[src/verilog/qpic_defines.svh]
`ifndef QPIC_DEFINES_SVH
`define QPIC_DEFINES_SVH
// Register byte offsets
`define OFS_CONTROL 8'h00
`define OFS_CONFIG 8'h04
`define OFS_GE_COMPARE 8'h08
`define OFS_INIT_VALUE 8'h0C
`define OFS_POSITION 8'h10
// Control field positions
`define BIT_COUNTER_ENABLE 15
`define BIT_STOP_IN_IDLE 13
`define BIT_MODE_HI 12
`define BIT_MODE_LO 10
`define BIT_MATCH_B 9
`define BIT_MATCH_A 8
`define CONTROL_WMASK 16'hBF00
// Config field positions
`define BIT_SWAP 0
`define BIT_INV_A 1
`define BIT_INV_B 2
`define BIT_CCM_LO 3
`define BIT_CCM_HI 4
`define CONFIG_WMASK 16'h001F
// Reset values
`define CONTROL_RESET 16'h0000
`define CONFIG_RESET 16'h0000
`define WORD_RESET 32'h0000_0000
// Init mode codes
`define MODE_NONE 3'h0
`define MODE_RESET_EVERY 3'h1
`define MODE_LOAD_NEXT 3'h2
`define MODE_LOAD_FIRST 3'h3
`define MODE_LOAD_SECOND 3'h4
`define MODE_RESET_GE 3'h5
`define MODE_MODULO 3'h6
// Counter control mode codes
`define CCM_QUAD 2'h0
`endif

[src/verilog/qpic_pkg.sv]
package qpic_pkg;
  // Encoder pins as one bundle
  typedef struct packed {
    logic phase_a;
    logic phase_b;
    logic index;
    logic home;
  } encoder_pins_type;
  // APB request from the master
  typedef struct packed {
    logic psel;
    logic penable;
    logic pwrite;
    logic [7:0] paddr;
    logic [31:0] pwdata;
  } apb_req_type;
  // Home and index sequence for the load modes
  typedef enum logic [1:0] {
    st_armed,
    st_homed,
    st_one_index,
    st_done
  } init_state_type;
endpackage : qpic_pkg

[src/verilog/quadrature_position_init_control.sv]
// The placing of the registers and register access over APB were chosen for this implementation.
`timescale 1ns/1ps
`default_nettype none
`include "qpic_defines.svh"
module quadrature_position_init_control (
  // Clock and reset
  input wire logic i_clk,
  input wire logic i_rst,
  // APB slave
  input wire qpic_pkg::apb_req_type i_apb,
  output logic [31:0] o_prdata,
  output logic o_pready,
  output logic o_pslverr,
  // Encoder pins and device idle state
  input wire qpic_pkg::encoder_pins_type i_pins,
  input wire logic i_idle,
  // Position and status
  output logic [31:0] o_position,
  output logic o_counting,
  output logic o_timer_mode
);
  import qpic_pkg::*;

  // Software registers
  logic [15:0] control;
  logic [15:0] config_bits;
  logic [31:0] ge_compare;
  logic [31:0] init_value;
  logic [31:0] position;
  // Pin synchroniser stages
  encoder_pins_type sync_first;
  encoder_pins_type sync_second;
  // Previous conditioned levels for edge detection
  logic prev_a;
  logic prev_b;
  logic prev_index;
  logic prev_home;
  // Sequence state for the index and home based load modes
  init_state_type init_state;
  init_state_type next_init_state;

  // Decoded fields
  logic [2:0] mode;
  logic [1:0] ccm;
  logic timer_mode;
  logic active;
  logic cur_a;
  logic cur_b;
  logic index_rise;
  logic home_rise;
  logic phase_match;
  logic index_event;
  logic step_up;
  logic step_down;
  // Bus decode
  logic setup_phase;
  logic access_phase;
  logic wr_en;
  logic mapped;
  logic [31:0] read_word;

  assign mode = control[`BIT_MODE_HI:`BIT_MODE_LO];
  assign ccm = config_bits[`BIT_CCM_HI:`BIT_CCM_LO];

  assign timer_mode = ccm[1];

  assign active = control[`BIT_COUNTER_ENABLE] &
                  ~(i_idle & control[`BIT_STOP_IN_IDLE]);

  // Two stage synchroniser, first stage feeds only the second
  always_ff @(posedge i_clk or posedge i_rst) begin
    if (i_rst) begin
      sync_first <= '0;
      sync_second <= '0;
    end else begin
      sync_first <= i_pins;
      sync_second <= sync_first;
    end
  end

  // Swap then invert before decode and match
  always_comb begin
    cur_a = config_bits[`BIT_SWAP] ? sync_second.phase_b : sync_second.phase_a;
    cur_b = config_bits[`BIT_SWAP] ? sync_second.phase_a : sync_second.phase_b;
    cur_a = cur_a ^ config_bits[`BIT_INV_A];
    cur_b = cur_b ^ config_bits[`BIT_INV_B];
  end

  // Edge history, taken from synchronised levels only
  always_ff @(posedge i_clk or posedge i_rst) begin
    if (i_rst) begin
      prev_a <= 1'b0;
      prev_b <= 1'b0;
      prev_index <= 1'b0;
      prev_home <= 1'b0;
    end else begin
      prev_a <= cur_a;
      prev_b <= cur_b;
      prev_index <= sync_second.index;
      prev_home <= sync_second.home;
    end
  end

  assign index_rise = sync_second.index & ~prev_index;
  assign home_rise = sync_second.home & ~prev_home;

  // Phase levels needed for an index match
  assign phase_match = (cur_b == control[`BIT_MATCH_B]) &
                       (cur_a == control[`BIT_MATCH_A]);

  // Index qualified by phase match in quadrature mode
  assign index_event = index_rise & ((ccm != `CCM_QUAD) | phase_match);

  // Quadrature x4 decode; a double change is a lost step and is dropped,
  // which is why the clock must run at least twice the count rate
  always_comb begin
    step_up = 1'b0;
    step_down = 1'b0;
    if ((cur_a ^ prev_a) ^ (cur_b ^ prev_b)) begin
      step_up = cur_a ^ prev_b;
      step_down = ~(cur_a ^ prev_b);
    end
  end

  // Home and index sequence, restarted by any control write
  always_comb begin
    next_init_state = init_state;
    case (init_state)
      // Waiting for home, or for index in next-index mode
      st_armed: begin
        if (mode == `MODE_LOAD_NEXT && index_event) begin
          next_init_state = st_done;
        end else if (home_rise) begin
          next_init_state = st_homed;
        end
      end
      // Home seen, counting index events
      st_homed: begin
        if (index_event) begin
          next_init_state = (mode == `MODE_LOAD_SECOND) ? st_one_index : st_done;
        end
      end
      // One index seen after home
      st_one_index: begin
        if (index_event) begin
          next_init_state = st_done;
        end
      end
      // Load made; wait for rearm
      st_done: begin
        next_init_state = st_done;
      end
      default: begin
        next_init_state = st_armed;
      end
    endcase
  end

  // Sequence register; halted counters freeze the sequence too
  always_ff @(posedge i_clk or posedge i_rst) begin
    if (i_rst) begin
      init_state <= st_armed;
    end else if (wr_en && i_apb.paddr == `OFS_CONTROL) begin
      init_state <= st_armed;
    end else if (active && !timer_mode) begin
      init_state <= next_init_state;
    end
  end

  // Position counter; index actions beat compare actions beat steps
  always_ff @(posedge i_clk or posedge i_rst) begin
    if (i_rst) begin
      position <= `WORD_RESET;
    end else if (wr_en && i_apb.paddr == `OFS_POSITION) begin
      position <= i_apb.pwdata;
    end else if (active && timer_mode) begin
      // Timer counts clocks, init mode ignored
      position <= position + 32'h0000_0001;
    end else if (active) begin
      case (mode)
        `MODE_RESET_EVERY: begin
          if (index_event) begin
            position <= `WORD_RESET;
          end else if (step_up) begin
            position <= position + 32'h0000_0001;
          end else if (step_down) begin
            position <= position - 32'h0000_0001;
          end
        end
        // Load from init value when sequence completes
        `MODE_LOAD_NEXT, `MODE_LOAD_FIRST, `MODE_LOAD_SECOND: begin
          if (init_state != st_done && next_init_state == st_done) begin
            position <= init_value;
          end else if (step_up) begin
            position <= position + 32'h0000_0001;
          end else if (step_down) begin
            position <= position - 32'h0000_0001;
          end
        end
        `MODE_RESET_GE: begin
          if (position == ge_compare) begin
            position <= `WORD_RESET;
          end else if (step_up) begin
            position <= position + 32'h0000_0001;
          end else if (step_down) begin
            position <= position - 32'h0000_0001;
          end
        end
        // Modulo between init value and compare value
        `MODE_MODULO: begin
          if (step_up) begin
            position <= (position == ge_compare) ? init_value : position + 32'h0000_0001;
          end else if (step_down) begin
            position <= (position == init_value) ? ge_compare : position - 32'h0000_0001;
          end
        end
        // Index leaves counter alone except the quadrature reset below for mode none; reserved code only steps
        default: begin
          if (step_up) begin
            position <= position + 32'h0000_0001;
          end else if (step_down) begin
            position <= position - 32'h0000_0001;
          end
        end
      endcase
      // Phase matched index resets both halves in quadrature mode, for init mode none only
      if (ccm == `CCM_QUAD && index_event && mode == `MODE_NONE) begin
        position <= `WORD_RESET;
      end
    end
  end

  // APB phases; zero wait states
  assign setup_phase = i_apb.psel & ~i_apb.penable;
  assign access_phase = i_apb.psel & i_apb.penable;
  assign wr_en = access_phase & i_apb.pwrite & mapped;
  assign o_pready = 1'b1;

  // Address decode and read mux
  always_comb begin
    mapped = 1'b1;
    read_word = `WORD_RESET;
    case (i_apb.paddr)
      `OFS_CONTROL: read_word = {16'h0000, control};
      `OFS_CONFIG: read_word = {16'h0000, config_bits};
      `OFS_GE_COMPARE: read_word = ge_compare;
      `OFS_INIT_VALUE: read_word = init_value;
      `OFS_POSITION: read_word = position;
      default: mapped = 1'b0;
    endcase
  end

  // Error only on unmapped access, during the access phase
  assign o_pslverr = access_phase & ~mapped;

  // Configuration registers; write masks keep reserved bits at zero
  always_ff @(posedge i_clk or posedge i_rst) begin
    if (i_rst) begin
      control <= `CONTROL_RESET;
      config_bits <= `CONFIG_RESET;
      ge_compare <= `WORD_RESET;
      init_value <= `WORD_RESET;
    end else if (wr_en) begin
      case (i_apb.paddr)
        `OFS_CONTROL: control <= i_apb.pwdata[15:0] & `CONTROL_WMASK;
        `OFS_CONFIG: config_bits <= i_apb.pwdata[15:0] & `CONFIG_WMASK;
        `OFS_GE_COMPARE: ge_compare <= i_apb.pwdata;
        `OFS_INIT_VALUE: init_value <= i_apb.pwdata;
        default: ;
      endcase
    end
  end

  // Read data captured in setup so it stands through the access phase
  always_ff @(posedge i_clk or posedge i_rst) begin
    if (i_rst) begin
      o_prdata <= `WORD_RESET;
    end else if (setup_phase) begin
      o_prdata <= read_word;
    end
  end

  // Status outputs from flops
  always_ff @(posedge i_clk or posedge i_rst) begin
    if (i_rst) begin
      o_position <= `WORD_RESET;
      o_counting <= 1'b0;
      o_timer_mode <= 1'b0;
    end else begin
      o_position <= position;
      o_counting <= active;
      o_timer_mode <= timer_mode;
    end
  end
endmodule : quadrature_position_init_control
`default_nettype wire

[config.mk]
export PLATFORM = sky130hd
export DESIGN_NAME = quadrature_position_init_control
export DESIGN_NICKNAME = d
export VERILOG_FILES = /design/src/verilog/qpic_pkg.sv /design/src/verilog/quadrature_position_init_control.sv
export VERILOG_INCLUDE_DIRS = /design/src /design/src/verilog
export SDC_FILE = /design/constraint.sdc
export NUM_CORES = 1
export LEC_CHECK = 0
export BUFFER_PORTS_ARGS = -buffer_cell sky130_fd_sc_hd__buf_2
export CORE_MARGIN = 2
export CORE_UTILIZATION = 60
export CTS_BUF_LIST = sky130_fd_sc_hd__clkbuf_16
export DETAILED_ROUTE_END_ITERATION = 7
export PLACE_DENSITY = 0.81
export SYNTH_ARGS = -nofsm -noshare
export SYNTH_HDL_FRONTEND = slang
export SYNTH_SLANG_ARGS = --single-unit
[constraint.sdc]
create_clock -name i_clk -period 6.5 [get_ports i_clk]
set_input_delay 0.65 -clock i_clk [delete_from_list [all_inputs] [get_ports i_clk]]
set_output_delay 0.65 -clock i_clk [all_outputs]
set_load 0.02 [all_outputs]
==> key figures <==
Logic synthesis
  • Synthesized flop and latch total: 188
  • Ys async rst share: 100.0%
  • Syn_nets: between 1000 and 1500
  • Number of synthesized flops with an enable pin: 0
  • Synth Instances: approximately 1300
  • Yosys warns: 0
  • Main synth FF type: dfrtp_1
  • Post-Synthesis Cell Area: about 12000 um2
  • Sequential area share after synthesis: between 30% and 40%
  • Synth cell types: slightly above 80
  • Post-Syn Area per Cell: 9.274 um2

Worst setup path
  • Worst Path Buf+Inv: 0
  • Required time of the critical path: between 6 and 7 ns
  • Startpoint types: flip-flop
  • Crit path DAT: about 4.8 ns
  • Crit Path Class: flip-flop to flip-flop
  • Critical path cell sequence: mux2i_2, xnor3_1, nand2_2, a31o_2, nor2_1, o211ai_1, nor3_1, o31ai_2
  • Top Family by Delay on Critical Path: simple AND/OR/NAND/NOR gates
  • Crit Path Max Fanout: 37
  • Max incr delay on CP: 0.90 ns
  • Crit end category: flip-flop
  • Critical path's slowest cell: nor2_1

Timing
  • Endpoints failing setup: 0
  • Slew margin rel.: 18.51%
  • Fin crit share: roughly two thirds
  • RSZ-0062 raised after global routing: false
  • Final Critical Period: 4.455 ns
  • Worst-margin pin slew: 1.218 ns
  • Final hold violations: 0
  • Max Clock Freq: 224.5 MHz
  • TNS Setup: 0 ns
  • Worst Skew: about 0.013 ns
  • Slew Viols, Final: 0

Clocking
  • Sink Count: 188
  • CTS H-Tree Depth: 4
  • Hold Buf Count CTS: 0
  • Later-pin clock latency in the skew report: between 0.4 and 0.5 ns
  • Resized cells post-CTS: 0
  • Root Buffer: clkbuf_16
  • Setup Fix Bufs, Post-CTS: 0
  • Register clock-pin slew on the reported worst setup and hold paths: approximately 0.070 ns
  • CTS tree: done
  • Clock Tree Buf Depth: 2
  • CTS buffer count: 17

Place
  • DP HPWL: a little under 30 mm
  • Placer Congestion: about 1.1
  • Input/output buffers: between 100 and 150
  • Post-DP Area: between 10000 and 15000 um2

Final layout
  • Commonest cells after routing, fill and taps aside: 188 x dfrtp_1, 116 x buf_2, 105 x nor2_1
  • Synth-to-Final Area Change: 9.187%
  • Antenna fix cells: 0
  • Fraction of layout cells with a size suffix above 1: roughly a fifth
  • Final instance area: around 14000 um2
  • Fin nets: about 1400
  • Commonest non-fill, non-tap cell in the layout: dfrtp_1

Route
  • Vias per Instance: 7.215
  • DR iter-0 viols: roughly 1600
  • Drt wl/cell: around 27 um
  • Total Routed Length: 43.91 mm
  • Antenna viol nets, final: 0
  • DRC violations left: 8
  • Total number of vias: between 10000 and 15000
  • Drt pass-1 iters: 8

Global route
  • Grt total ovfl: 0
  • First-pass GRT wire length: 67.63 mm
  • Number of global-route vias before repair: about 11000
  • GRT busiest layer: met2
  • Initial antenna violation count: 0
  • Pin count of the biggest net entering global routing: 108
  • Routing usage on met1: between 50% and 60%
  • GRT met2 Usage: around 61%
  • M3 GR Usage: 10.49%
  • Overall global routing resource usage: 40.76%

Die
  • I/O Pins: ~120
  • FP Rows: 52
  • Initial core utilization: between 60% and 70%
  • Core area: a little over 20000 um2
  • Die X-Extent: 147.6 um
  • Die area: roughly 22000 um2
  • Die H: around 150 um

Outcome
  • Status: finished with violations
  • Failing checks: design-rule violations

Power and ir drop
  • Overall power: 2.628 mW
  • PD cells: slightly below 200 nW/um2
  • Maximum vdd drop: between 0.15 and 0.2 mV
  • Leak pwr: about 6 nW

Flow run
  • Max Cap Viol: 0

Worst hold path
  • Min-Delay Path Class: input port to flip-flop
[power breakdown]
part | leakage, nW | switching, mW | internal, mW | total [mW]
registers | 2.43 | 0.0483 | 1.21 | 1.26
clock network | 0.283 | 0.525 | 0.543 | 1.07
logic | 3.38 | 0.201 | 0.103 | 0.304
total | 6.09 | 0.774 | 1.85 | 2.63
[area by class of cell]
| class | count | area (um2) |
|---|---|---|
| Sequential cell | 188 | 4705 |
| Timing Repair Buffer | 132 | 700.7 |
| Multi-Input combinational cell | 1015 | 7143 |
| Inverter | 11 | 48.80 |
| Clock inverter | 14 | 157.7 |
| Clock buffer | 17 | 425.4 |
| Fill cell | 1641 | 6716 |
| Tap cell | 270 | 337.8 |
[synthesized netlist by cell type (all sizes together) (6+ instances only)]
master	count	area [um2]
a22oi	7	52.55
o31ai	16	125.1
xor2	93	814.5
clkbuf	67	251.5
a21o	6	45.04
mux2	76	855.8
nor2	107	401.6
xnor2	51	446.7
nor2b	6	37.54
buf	54	282.8
a31oi	27	175.2
dfrtp	188	4705
inv	11	41.29
o21ai	67	335.3
nand2	96	370.3
a211oi	24	185.2
nor4	31	234.0
a221oi	16	140.1
and4	11	96.34
o22ai	16	100.1
a222oi	34	340.3
and3	22	137.6
and2	12	75.08
a21oi	74	370.4
nand4	12	75.07
o211ai	13	97.59
nand3	28	140.1
nor3	34	175.2
a221o	9	90.09
o32ai	6	52.55
mux2i	34	347.8
or3	18	122.6
[metrics by stage]
step / utilization [%] / std cells / worst slack (ns) / hold WS, ns
floorplan: - / 1335 / 0.7362 / 0.3312
global placement: 63.93 / 1616 / 2.284 / 0.3317
detailed placement: 63.93 / 1616 / 2.292 / 0.3426
CTS: 66.81 / 1647 / 2.220 / 0.2951
global route: 66.81 / 1647 / 2.111 / 0.2942
finish: 66.81 / 1647 / 2.045 / 0.2975
[routing by layer]
| layer | vias up | wire length (um) |
|---|---|---|
| met1 | 5688 | 16800 |
| met5 | - | 42 |
| met2 | 934 | 19340 |
| met3 | 219 | 5390 |
| li1 | 5040 | - |
| met4 | 2 | 2343 |
[cells by family (layout without fill, tap and decap cells)]
group	count (synthesis)	count (layout)	share of synthesized area, %
compound gates	360	360	20.28
flops	188	188	38.00
simple gates	394	394	16.17
fa+ha+maj	2	2	0.2021
xor+xnor	148	148	10.94
buf+inv	132	174	4.649
other cells	1	1	0.03029
mux	110	110	9.722
[sequential cells by signal, indices dropped and copies added, names as in the netlist]
signal,cells
ge_compare,32
init_value,32
o_position,32
o_prdata,32
position,32
control,7
config_bits,5
sync_first,4
sync_second,4
init_state,2
o_counting,1
o_timer_mode,1
prev_a,1
prev_b,1
prev_home,1
prev_index,1
[final timing paths]
kind                                 from              to  slack (ns)  cells past startpoint
max reg2reg                config_bits[0]    position[20]        2.04                      8
min in group asynchronous           i_rst   o_position[2]        0.31                      2
max in group asynchronous           i_rst  ge_compare[15]        4.67                      3
max                        config_bits[0]    position[20]        2.04                      8
min reg2reg                 sync_first[1]  sync_second[1]        0.36                      0
min                             i_pins[1]   sync_first[1]        0.30                      1
No activity file was read; power rests on OpenSTA's default activity.
